**src/hw/serial_clock_consts.svh**
```systemverilog
// Offsets, field positions, reset values and counts of the serial clock and frame core.
// Assumes inclusion by bare name from the design modules and the bench.
`ifndef SERIAL_CLOCK_CONSTS_SVH
`define SERIAL_CLOCK_CONSTS_SVH
`define OFS_BAUD     8'h00
`define OFS_CTRL     8'h04
`define OFS_TXDATA   8'h08
`define OFS_RXDATA   8'h0C
`define OFS_STATUS   8'h10
`define BAUD_RESET   16'h0040
`define CTRL_RESET   16'h0000
`define CTRL_SPEED   2
`define CTRL_INVERT  3
`define CTRL_CPHA    4
`define CTRL_ORDER   5
`define CTRL_STOP2   8
`define CTRL_TXEN    12
`define CTRL_RXEN    13
`define CTRL_OPEN_DRAIN 14
`define RX_VALID     9
`define RX_PERR      10
`define RX_FERR      11
`define SPS_NORMAL   5'h10
`define SPS_DOUBLE   5'h08
`define SPS_SYNC     5'h02
`define FRAC_STEP    17'h00040
`define SPI_BITS     4'h8
`define MIN_DBITS    4'h5
`endif

```
**src/hw/serial_clock_pkg.sv**
```systemverilog
// Types shared by the serial clock and frame core.
// Assumes the constants header is on the include path.
`default_nettype none
package serial_clock_pkg;
  typedef enum logic [1:0] {
    MODE_ASYNC  = 2'b00,
    MODE_MASTER = 2'b01,
    MODE_SLAVE  = 2'b10,
    MODE_SPI    = 2'b11
  } comm_mode_type;
  typedef enum logic [1:0] {
    PAR_NONE = 2'b00,
    PAR_RSVD = 2'b01,
    PAR_EVEN = 2'b10,
    PAR_ODD  = 2'b11
  } parity_select_type;
endpackage
`default_nettype wire

```
**src/hw/sample_clock_if.sv**
```systemverilog
// Carrier between the core and its divider and edge detector.
// Assumes one clock domain; all signals are sampled on ref_clk.
`default_nettype none
interface sample_clock_if;
  logic [15:0] divisor;
  logic        sync_mode;
  logic        tick;
  logic        slave;
  logic        transfer_clock_pin;
  logic        master_next;
  logic        invert;
  logic        lead;
  logic        trail;
  modport divider (input divisor, sync_mode, output tick);
  modport edges (input slave, transfer_clock_pin, master_next, invert, output lead, trail);
  modport core (output divisor, sync_mode, slave, transfer_clock_pin, master_next, invert,
                input tick, lead, trail);
endinterface
`default_nettype wire

```
**src/hw/frac_divider.sv**
```systemverilog
// Fractional divider producing one oversampling tick per programmed period.
// Assumes software keeps the divisor at or above 64 in asynchronous modes.
`include "serial_clock_consts.svh"
`default_nettype none
module frac_divider
  import serial_clock_pkg::*;
(
  input  wire logic      ref_clk, // Peripheral clock.
  input  wire logic      rst,     // Asynchronous reset, active high.
  sample_clock_if.divider sc      // Divisor in, tick out.
);
  logic [16:0] acc;
  logic [16:0] eff_div;
  logic [16:0] sum;
  logic        wrap;

  // Synchronous modes drop the fraction; a floor of one step keeps the sum bounded.
  assign eff_div = sc.sync_mode ? {1'b0, sc.divisor[15:6], 6'h00}   // [RULE_09]
                                : {1'b0, sc.divisor};
  assign sum     = acc + `FRAC_STEP;
  assign wrap    = (sum >= eff_div) || (eff_div < `FRAC_STEP);
  assign sc.tick = wrap;

  // The remainder carries into the next period, so the average rate is exact.
  always_ff @(posedge ref_clk or posedge rst) begin
    if (rst) acc <= 17'h00000;
    else if (eff_div < `FRAC_STEP || acc >= eff_div) acc <= 17'h00000;  // Drop stale remainder.
    else acc <= wrap ? sum - eff_div : sum;  // [RULE_24] [RULE_07]
  end
endmodule
`default_nettype wire

```
**src/hw/xck_edges.sv**
```systemverilog
// Edge finder for the transfer clock, internal or taken from the pin.
// Assumes the pin is synchronous enough for a two-stage synchroniser.
`include "serial_clock_consts.svh"
`default_nettype none
module clock_edges
  import serial_clock_pkg::*;
(
  input  wire logic    ref_clk, // Peripheral clock.
  input  wire logic    rst,     // Asynchronous reset, active high.
  sample_clock_if.edges sc      // Clock sources in, edges out.
);
  logic s1;
  logic s2;
  logic prev;
  logic level;

  // Two stages before use; the pin must stay below a quarter of ref_clk.
  always_ff @(posedge ref_clk or posedge rst) begin
    if (rst) begin
      s1   <= 1'b0;
      s2   <= 1'b0;
      prev <= 1'b0;
    end else begin
      s1   <= sc.transfer_clock_pin;  // [RULE_12]
      s2   <= s1;
      prev <= level;
    end
  end

  // Inversion moves the internal rising edge to the falling pin edge.
  assign level    = sc.slave ? (s2 ^ sc.invert) : sc.master_next;  // [RULE_11] [RULE_16]
  assign sc.lead  = level & ~prev;
  assign sc.trail = ~level & prev;
endmodule
`default_nettype wire

```
**src/hw/serial_clock_frame.sv**
```systemverilog
// Clock generation and frame format core of the serial port, with an APB slave.
// Assumes a zero-wait APB master on ref_clk and pins synchronous to ref_clk.
//
// Added by the designer: the APB interface to the registers and the address map.
`include "serial_clock_consts.svh"
`default_nettype none
// Contract
// RULE_01: Software sets pins, divider, mode, then enables.
// RULE_02: Software may enable open drain first.
// RULE_03: Software keeps interrupts off during setup.
// RULE_04: Software changes settings only when idle.
// RULE_05: Five clocking modes from divider or pin.
// RULE_06: Divider holds 10 integer, 6 fraction bits.
// RULE_07: Async rate 64f/(S*div); sync f/(2*int).
// RULE_08: Samples per bit 16, 8, or 2.
// RULE_09: Synchronous modes ignore fractional divider bits.
// RULE_10: Software keeps rate within clock limits.
// RULE_11: Slave mode times bits from pin clock.
// RULE_12: Pin clock sampled; remote keeps below quarter.
// RULE_13: Double speed doubles rate, eight samples.
// RULE_14: Clock pin output as master, input as slave.
// RULE_15: Sample on edge opposite to change.
// RULE_16: Change rising, sample falling; inversion swaps.
// RULE_17: SPI master clock from divider only.
// RULE_18: SPI modes follow inversion and clock phase.
// RULE_19: Software never alters phase mid transfer.
// RULE_20: Start, 5-9 data, parity, 1-2 stops.
// RULE_21: Start low, stops high, idle high.
// RULE_22: Even parity one when ones odd.
// RULE_23: SPI frames eight bits, order selectable.
// RULE_24: Fraction averaged over successive periods.
module serial_clock_frame
  import serial_clock_pkg::*;
(
  input  wire logic        ref_clk, // Peripheral clock, 125 MHz.
  input  wire logic        rst,     // Asynchronous reset, active high.
  input  wire logic        psel,    // APB select.
  input  wire logic        penable, // APB access phase.
  input  wire logic        pwrite,  // APB write.
  input  wire logic [7:0]  paddr,   // APB byte address.
  input  wire logic [31:0] pwdata,  // APB write data.
  output logic [31:0]      prdata,  // APB read data.
  output logic             pready,  // APB ready.
  output logic             pslverr, // APB error on unmapped address.
  input  wire logic        rx_in,   // Receive line.
  output logic             tx_out,  // Transmit line level.
  output logic             tx_oe,   // Transmit line drive enable.
  input  wire logic        transfer_clock_in,  // Transfer clock pin input.
  output logic             transfer_clock_out, // Transfer clock pin output.
  output logic             transfer_clock_oe   // Transfer clock pin drive enable.
);
  sample_clock_if sc ();
  frac_divider u_div (.ref_clk(ref_clk), .rst(rst), .sc(sc.divider));
  clock_edges  u_edg (.ref_clk(ref_clk), .rst(rst), .sc(sc.edges));

  logic [15:0] baud_divisor;
  logic [15:0] ctrl;
  logic [11:0] tx_shift;
  logic [3:0]  tx_left;
  logic [4:0]  tx_sub;
  logic        have_sample;
  logic        master_clk;
  logic [11:0] rx_bits;
  logic [3:0]  rx_cnt;
  logic [4:0]  rx_sub;
  logic        rx_active;
  logic [8:0]  rx_data;
  logic        rx_valid;
  logic        rx_perr;
  logic        rx_ferr;

  // Bit reversal of the low n data bits selects the order on the line.
  function automatic logic [8:0] order_bits(input logic [8:0] d, input logic [3:0] n,
                                            input logic msb);
    logic [8:0] r;
    r = d;
    for (int i = 0; i < 9; i++) begin
      if (msb && i < int'(n)) r[i] = d[int'(n) - 1 - i];
    end
    return r;
  endfunction

  function automatic logic [8:0] data_mask(input logic [3:0] n);
    return 9'(10'h001 << n) - 9'h001;
  endfunction

  // Mode decoding.
  comm_mode_type     mode;
  parity_select_type par;
  logic       is_async, is_spi, is_master, is_slave;
  logic       par_on, par_odd, setup_lead, sample_ev, setup_ev;
  logic [4:0] sps;
  logic [3:0] dbits, flen, rx_len;
  assign mode      = comm_mode_type'(ctrl[1:0]);  // [RULE_05]
  assign par       = parity_select_type'(ctrl[7:6]);
  assign is_async  = (mode == MODE_ASYNC);
  assign is_spi    = (mode == MODE_SPI);
  assign is_master = (mode == MODE_MASTER) || is_spi;  // [RULE_17]
  assign is_slave  = (mode == MODE_SLAVE);
  assign sps       = !is_async ? `SPS_SYNC                             // [RULE_08]
                   : (ctrl[`CTRL_SPEED] ? `SPS_DOUBLE : `SPS_NORMAL);  // [RULE_13]
  assign dbits     = is_spi ? `SPI_BITS : ((ctrl[11:9] > 3'h4) ? 4'h8  // [RULE_23]
                   : `MIN_DBITS + {1'b0, ctrl[11:9]});                 // [RULE_20]
  assign par_on    = !is_spi && (par == PAR_EVEN || par == PAR_ODD);
  assign par_odd   = (par == PAR_ODD);
  assign rx_len    = is_spi ? `SPI_BITS : dbits + {3'h0, par_on} + 4'h2;
  assign flen      = is_spi ? `SPI_BITS : rx_len + {3'h0, ctrl[`CTRL_STOP2]};
  // Plain synchronous mode behaves as SPI phase one: setup on the leading edge.
  assign setup_lead = is_spi ? ctrl[`CTRL_CPHA] : 1'b1;                 // [RULE_18]
  assign sample_ev  = setup_lead ? sc.trail : sc.lead;                  // [RULE_15]
  assign setup_ev   = setup_lead ? sc.lead : sc.trail;

  // Clock path wiring; the divider always runs, the pin replaces it as slave.
  logic next_master_clk;
  assign next_master_clk = (is_master && sc.tick && (tx_left != 4'h0 || master_clk))
                         ? ~master_clk : (is_master ? master_clk : 1'b0);
  assign sc.divisor     = baud_divisor;  // [RULE_06]
  assign sc.sync_mode   = !is_async;
  assign sc.slave       = is_slave;      // [RULE_11]
  assign sc.transfer_clock_pin = transfer_clock_in;
  assign sc.master_next = next_master_clk;
  assign sc.invert      = ctrl[`CTRL_INVERT];

  // APB decode; a request is answered one cycle after its setup cycle.
  logic done_acc, wr, rd, mapped, load;
  logic [31:0] rd_mux;
  logic [8:0]  tx_data;
  logic [11:0] frame;
  assign done_acc = psel && penable && pready;
  assign wr       = done_acc && pwrite;
  assign rd       = done_acc && !pwrite;
  assign mapped   = paddr == `OFS_BAUD || paddr == `OFS_CTRL || paddr == `OFS_TXDATA
                 || paddr == `OFS_RXDATA || paddr == `OFS_STATUS;
  assign rd_mux   = (paddr == `OFS_BAUD)   ? {16'h0000, baud_divisor}
                  : (paddr == `OFS_CTRL)   ? {16'h0000, ctrl}
                  : (paddr == `OFS_RXDATA) ? {20'h00000, rx_ferr, rx_perr, rx_valid, rx_data}
                  : (paddr == `OFS_STATUS) ? {28'h0000000, rx_active, transfer_clock_out,
                                              rx_valid, tx_left != 4'h0 || master_clk}
                  : 32'h00000000;
  // A transmit write is dropped while a frame or its clock tail is still out.
  assign load     = wr && paddr == `OFS_TXDATA && ctrl[`CTRL_TXEN]
                 && tx_left == 4'h0 && !master_clk;
  assign tx_data  = order_bits(pwdata[8:0] & data_mask(dbits), dbits, ctrl[`CTRL_ORDER]);

  // Frame layout, least significant first: start, data, parity, stops, idle ones.
  always_comb begin
    frame = 12'hFFF;
    if (is_spi) frame = {4'hF, tx_data[7:0]};
    else begin
      frame[0] = 1'b0;  // [RULE_21]
      for (int i = 0; i < 9; i++) begin
        if (i < int'(dbits)) frame[i + 1] = tx_data[i];
      end
      if (par_on) frame[dbits + 4'h1] = (^tx_data) ^ par_odd;  // [RULE_22]
    end
  end

  always_ff @(posedge ref_clk or posedge rst) begin
    if (rst) begin
      prdata  <= 32'h00000000;
      pready  <= 1'b0;
      pslverr <= 1'b0;
    end else begin
      pready  <= psel && !penable;
      pslverr <= psel && !penable && !mapped;
      prdata  <= (psel && !penable && !pwrite) ? rd_mux : 32'h00000000;
    end
  end

  always_ff @(posedge ref_clk or posedge rst) begin
    if (rst) begin
      baud_divisor <= `BAUD_RESET;
      ctrl         <= `CTRL_RESET;
    end else if (wr && paddr == `OFS_BAUD) baud_divisor <= pwdata[15:0];
    else if (wr && paddr == `OFS_CTRL) ctrl <= pwdata[15:0];
  end

  // Transmit timing: async bits last sps ticks, sync bits move on setup edges.
  logic tx_adv;
  assign tx_adv = is_async ? (sc.tick && tx_left != 4'h0 && tx_sub == sps - 5'h01)
                : (setup_ev && have_sample && tx_left > 4'h1);
  always_ff @(posedge ref_clk or posedge rst) begin
    if (rst) begin
      tx_shift    <= 12'hFFF;
      tx_left     <= 4'h0;
      tx_sub      <= 5'h00;
      have_sample <= 1'b0;
      master_clk  <= 1'b0;
    end else begin
      master_clk <= next_master_clk;
      if (load) begin
        tx_shift    <= frame;
        tx_left     <= flen;
        tx_sub      <= 5'h00;
        have_sample <= 1'b0;
      end else if (tx_adv) begin
        tx_shift    <= {1'b1, tx_shift[11:1]};
        tx_left     <= tx_left - 4'h1;
        tx_sub      <= 5'h00;
        have_sample <= 1'b0;
      end else if (is_async && sc.tick && tx_left != 4'h0) tx_sub <= tx_sub + 5'h01;
      else if (!is_async && sample_ev && tx_left != 4'h0) begin
        have_sample <= 1'b1;
        if (tx_left == 4'h1) tx_left <= 4'h0;
      end
    end
  end

  // Pins; wired-AND releases the line instead of driving it high.
  logic line;
  assign line = (tx_left != 4'h0) ? tx_shift[0] : 1'b1;  // [RULE_21]
  always_ff @(posedge ref_clk or posedge rst) begin
    if (rst) begin
      tx_out             <= 1'b1;
      tx_oe              <= 1'b0;
      transfer_clock_out <= 1'b0;
      transfer_clock_oe  <= 1'b0;
    end else begin
      tx_out             <= line;
      tx_oe              <= ctrl[`CTRL_TXEN] && !(ctrl[`CTRL_OPEN_DRAIN] && line);
      transfer_clock_out <= next_master_clk ^ ctrl[`CTRL_INVERT];  // [RULE_16]
      transfer_clock_oe  <= is_master;                             // [RULE_14]
    end
  end

  // Receive: async samples mid-bit from the oversampling ticks, sync on sample edges.
  logic [11:0] rx_frame;
  logic        rx_take, rx_last;
  logic [8:0]  rx_dec;
  assign rx_take  = ctrl[`CTRL_RXEN] && (is_async
                  ? (sc.tick && rx_active && rx_sub == ((rx_cnt == 4'h0)
                     ? {1'b0, sps[4:1]} - 5'h01 : sps - 5'h01))
                  : (sample_ev && (is_spi ? tx_left != 4'h0 : (rx_active || !rx_in))));
  assign rx_last  = rx_cnt == rx_len - 4'h1;
  assign rx_frame = (rx_bits & ~(12'h001 << rx_cnt)) | ({11'h000, rx_in} << rx_cnt);
  assign rx_dec   = order_bits(is_spi ? {1'b0, rx_frame[7:0]}
                             : rx_frame[9:1] & data_mask(dbits), dbits, ctrl[`CTRL_ORDER]);
  always_ff @(posedge ref_clk or posedge rst) begin
    if (rst) begin
      rx_bits   <= 12'h000;
      rx_cnt    <= 4'h0;
      rx_sub    <= 5'h00;
      rx_active <= 1'b0;
    end else if (!ctrl[`CTRL_RXEN]) begin
      rx_cnt    <= 4'h0;
      rx_active <= 1'b0;
    end else if (is_async && sc.tick && !rx_active && !rx_in) begin
      rx_active <= 1'b1;
      rx_sub    <= 5'h00;
      rx_cnt    <= 4'h0;
    end else if (rx_take) begin
      rx_bits <= rx_frame;
      rx_sub  <= 5'h00;
      if ((is_async && rx_cnt == 4'h0 && rx_in) || rx_last) begin
        rx_active <= 1'b0;
        rx_cnt    <= 4'h0;
      end else begin
        rx_active <= !is_spi;
        rx_cnt    <= rx_cnt + 4'h1;
      end
    end else if (is_async && sc.tick && rx_active) rx_sub <= rx_sub + 5'h01;
  end

  // A completed frame wins over a read in the same cycle.
  logic rx_done;
  assign rx_done = rx_take && rx_last && !(is_async && rx_cnt == 4'h0 && rx_in);
  always_ff @(posedge ref_clk or posedge rst) begin
    if (rst) begin
      rx_data  <= 9'h000;
      rx_valid <= 1'b0;
      rx_perr  <= 1'b0;
      rx_ferr  <= 1'b0;
    end else if (rx_done) begin
      rx_data  <= rx_dec;
      rx_valid <= 1'b1;
      rx_perr  <= par_on && (rx_frame[dbits + 4'h1] != ((^(rx_frame[9:1] & data_mask(dbits)))
                                                     ^ par_odd));
      rx_ferr  <= !is_spi && !rx_frame[rx_len - 4'h1];
    end else if (rd && paddr == `OFS_RXDATA) rx_valid <= 1'b0;
  end
endmodule
`default_nettype wire

```
**config.mk**
```make
export PLATFORM = sky130hd
export DESIGN_NAME = serial_clock_frame
export DESIGN_NICKNAME = d
export VERILOG_FILES = /design/src/hw/serial_clock_pkg.sv /design/src/hw/sample_clock_if.sv /design/src/hw/frac_divider.sv /design/src/hw/xck_edges.sv /design/src/hw/serial_clock_frame.sv
export VERILOG_INCLUDE_DIRS = /design/src /design/src/hw
export SDC_FILE = /design/constraint.sdc
export NUM_CORES = 1
export LEC_CHECK = 0
export BUFFER_PORTS_ARGS = -buffer_cell sky130_fd_sc_hd__buf_2
export CAP_MARGIN = 20
export CORE_ASPECT_RATIO = 1.5
export CORE_UTILIZATION = 55
export CTS_CLUSTER_SIZE = 14
export DETAILED_ROUTE_END_ITERATION = 16
export HOLD_SLACK_MARGIN = 0.1
export PLACE_DENSITY = 0.74
export SYNTH_ARGS = -nofsm -noshare
export SYNTH_HDL_FRONTEND = slang
export SYNTH_SLANG_ARGS = --single-unit
```
**constraint.sdc**
```tcl
create_clock -name ref_clk -period 11.45 [get_ports ref_clk]
set_clock_uncertainty 0.15 [all_clocks]
set_input_delay 2.29 -clock ref_clk [delete_from_list [all_inputs] [get_ports ref_clk]]
set_output_delay 2.29 -clock ref_clk [all_outputs]
set_load 0.005 [all_outputs]
```
==> results.tsv <==
metric	value	unit
initial antenna violation count	0	
layout cells sized above 1	14.2	%
Max Root-Sink Buffers	2	
f_max	0.145	GHz
total vias in the final route	9310	
setup TNS	0	ns
final worst-path cycle share	60.4	%
Clock Latency Late Sink	0.44	ns
sequential share of power	40.8	%
R2R depth	19	
Diodes inserted	0	
number of core rows	60	
cell area after synthesis	0.0103	sq mm
Startpoint Class	flop	
Die X	114	microns
first-pass GRT wire length	48000	microns
DP HPWL	23200	microns
Crit. End Element	flop	
RSZ-0062 raised after global routing	no	
Largest stage delay, worst path	0.65	ns
top cell type's share of synthesized area	28.5	%
CTS Root Buffer Type	clkbuf_16	
Post-synth EDFFs	0	
asr flop ratio synth	100	%
CTS tree	done	
logic gate share of total power	8.1	%
FF+latch area	0.00330	sq mm
vias in the first global route	9170	
post-synthesis cell count	1202	
total die area	0.0192	sq mm
sequential area share after synthesis	32.1	%
post-synth cell types	91	
synth-to-layout area growth	9.87	%
PostCTS Resize Cnt	0	
most frequent cells in the layout	nor2_1 (136), nand2_1 (122), dfrtp_1 (117), o21ai_0 (87), a21oi_1 (75)	
Post-CTS Hold Buffers	0	
final setup vio count	0	
post-synthesis register bit count	131	
GRT Util Overall	32.6	%
Main synth FF type	dfrtp_1	
routed length per instance	20.4	microns
# IOs	85	
Final Hold Fails	0	
htree depth	4	
WP data required	11.65	ns
CP max stage cell	dfrtp_1	
critical path type	flop to flop	
Total Wirelength	30400	microns
worst min path class	flop to flop	
max cap viols	0	
status	finished, final reports clean	
Routed Antenna Nets	0	
largest net degree at the start of global routing	74	
DR vias/cell	6.26	
GRT overflow	0	
Placer Congestion	0.966	
fillers	1580	
multi-input logic area	0.00654	sq mm
clock power share	51.1	%
Crit Path Max Fanout	29	
iteration count of the initial detailed-routing pass	7	
Hold Path Stages	0	
crit path DAT	7.12	ns
synth top area cells	dfrtp_1 (29%), ha_1 (7.2%), nor2_1 (5.0%), mux2i_1 (4.9%), nand2_1 (4.5%)	
ordered cell list for the critical path	inv_1 -> ha_1 -> nor2b_1 -> nor3_2 -> inv_2 -> ha_1 -> nand3_2 -> ha_1 -> or4b_1 -> nor4_1 -> o22ai_1 -> nand2_1 -> mux4_2 -> o22a_1 -> o21ai_0 -> xnor2_1 -> xnor3_2 -> o41ai_1 -> nor2_1	
Starting Density	56.7	%
CORE AREA	0.0181	sq mm
post-route minimum period	6.92	ns
DR iter-0 viols	738	
worst rel slew slack	31.9	%
YS warnings	0	
commonest non-fill, non-tap cell in the layout	nor2_1	
leading area contributor after synthesis	dfrtp_1	
die height	169	microns
Post-Layout Cell Count	1487	
Switching Share	25.9	%
Max VDD drop	0.0000827	V
# clock sinks	131	
Slew Limit Fails	0	
PwrDens	101	mW/mm^2
synthesized area per cell	8.54	sq um
leakage	5.10	nW
clk slew on worst S/H paths	0.07	ns
post-CTS setup buffer count	0	
CP dominant cell by count	ha_1	
Worst Max-Slew Pin Slew	1.02	ns
DR DRC count	0	
Int Power	0.000848	W
nets	1333	
# port buffers	52	
dpl cells	1455	
P_sw	0.000297	W
CTS Buf Count	17	
-- stage by stage --
| step | total power, W | utilization (%) | worst slack, ns | cell area [sq um] | hold slack (ns) |
|---|---|---|---|---|---|
| floorplan | 0.000543 | - | 5.37 | 10300 | 0.181 |
| global placement | 0.000566 | 58.9 | 4.76 | 10700 | 0.183 |
| detailed placement | 0.000567 | 58.9 | 4.78 | 10700 | 0.193 |
| CTS | 0.00115 | 62.3 | 4.73 | 11300 | 0.208 |
| global route | 0.00118 | 62.3 | 4.33 | 11300 | 0.216 |
| finish | 0.00114 | 62.3 | 4.53 | 11300 | 0.203 |
-- kinds of logic after synthesis --
kind of cell / after synthesis / share of synthesized area [%]
compound gates: 318 / 19.9
xor+xnor: 68 / 6.15
fa+ha+maj: 60 / 7.39
buf+inv: 119 / 5.03
flops: 131 / 32.1
mux: 89 / 9.92
other cells: 1 / 0.0365
simple gates: 416 / 19.4
-- synthesized netlist by cell type (7+ instances only) --
| library cell | count |
|---|---|
| a211oi_1 | 12 |
| a21o_1 | 16 |
| a21oi_1 | 76 |
| a22oi_1 | 18 |
| a31oi_1 | 11 |
| and3_1 | 7 |
| buf_2 | 8 |
| buf_4 | 16 |
| clkbuf_1 | 43 |
| dfrtp_1 | 117 |
| dfstp_2 | 14 |
| ha_1 | 59 |
| inv_1 | 43 |
| mux2_2 | 32 |
| mux2i_1 | 50 |
| mux4_2 | 7 |
| nand2_1 | 122 |
| nand2b_1 | 13 |
| nand3_1 | 20 |
| nand3b_1 | 7 |
| nand4_1 | 14 |
| nor2_1 | 136 |
| nor2b_1 | 18 |
| nor3_1 | 28 |
| nor4_1 | 8 |
| o21ai_0 | 87 |
| o21bai_1 | 8 |
| o22ai_1 | 10 |
| xnor2_1 | 44 |
| xor2_1 | 21 |
-- layout make-up --
class | instances | area share (%)
multi-input combinational | 967 | 58.0
sequential | 131 | 29.2
clock buffer | 18 | 3.80
timing repair buffer | 62 | 2.97
tap | 248 | 2.75
clock inverter | 14 | 1.69
inverter | 47 | 1.61
-- path summary, 6_finish.rpt --
| check | start | endpoint | slack (ns) |
|---|---|---|---|
| setup / recovery | ctrl[9] | tx_shift[1] | 4.53 |
| hold / removal | u_edg.s1 | u_edg.s2 | 0.20 |
| setup reg to reg | ctrl[9] | tx_shift[1] | 4.53 |
| hold reg to reg | u_edg.s1 | u_edg.s2 | 0.20 |
| max in group asynchronous | rst | baud_divisor[0] | 8.08 |
| min in group asynchronous | rst | tx_sub[1] | 1.76 |
-- per-layer routing --
metal | up-vias | share of wire, % | track usage, %
met2 | 361 | 52 | 58.0
met1 | 4486 | 36 | 35.4
met4 | 0 | 6.9 | 22.1
met3 | 131 | 5.1 | 4.89
li1 | 4332 | - | -
met5 | - | 0 | 0
-- sequential cells by signal, indices dropped and copies added, names as in the netlist, 4 cells and up --
name and flops:
u_div.acc 17, baud_divisor 16, ctrl 16, prdata 16, rx_bits 12, tx_shift 12
rx_data 9, rx_sub 5, tx_sub 5, rx_cnt 4, tx_left 4
-- power by group through the flow --
| stage | logic [W] | clock network, W | registers [W] |
|---|---|---|---|
| 2_1_floorplan | 0.0000683 | 0 | 0.000475 |
| 3_3_place_gp | 0.0000910 | 0 | 0.000475 |
| 3_5_place_dp | 0.0000914 | 0 | 0.000476 |
| 4_1_cts | 0.0000917 | 0.000587 | 0.000467 |
| 5_1_grt | 0.000101 | 0.000607 | 0.000467 |
| 6_report | 0.0000928 | 0.000584 | 0.000467 |
-- worst max-delay path, delay by kind of cell (launching register included) --
family | cells | cell delay [ns]
buffers and inverters | 2 | 0.64
DFF | 1 | 0.65
xor gates and xnor gates | 2 | 0.70
AOI/OAI and AO/OA | 4 | 1.67
adders and majority gates | 3 | 1.32
muxes | 1 | 0.52
and+or+nand+nor | 7 | 1.19
(Power assumes the default switching activity.)
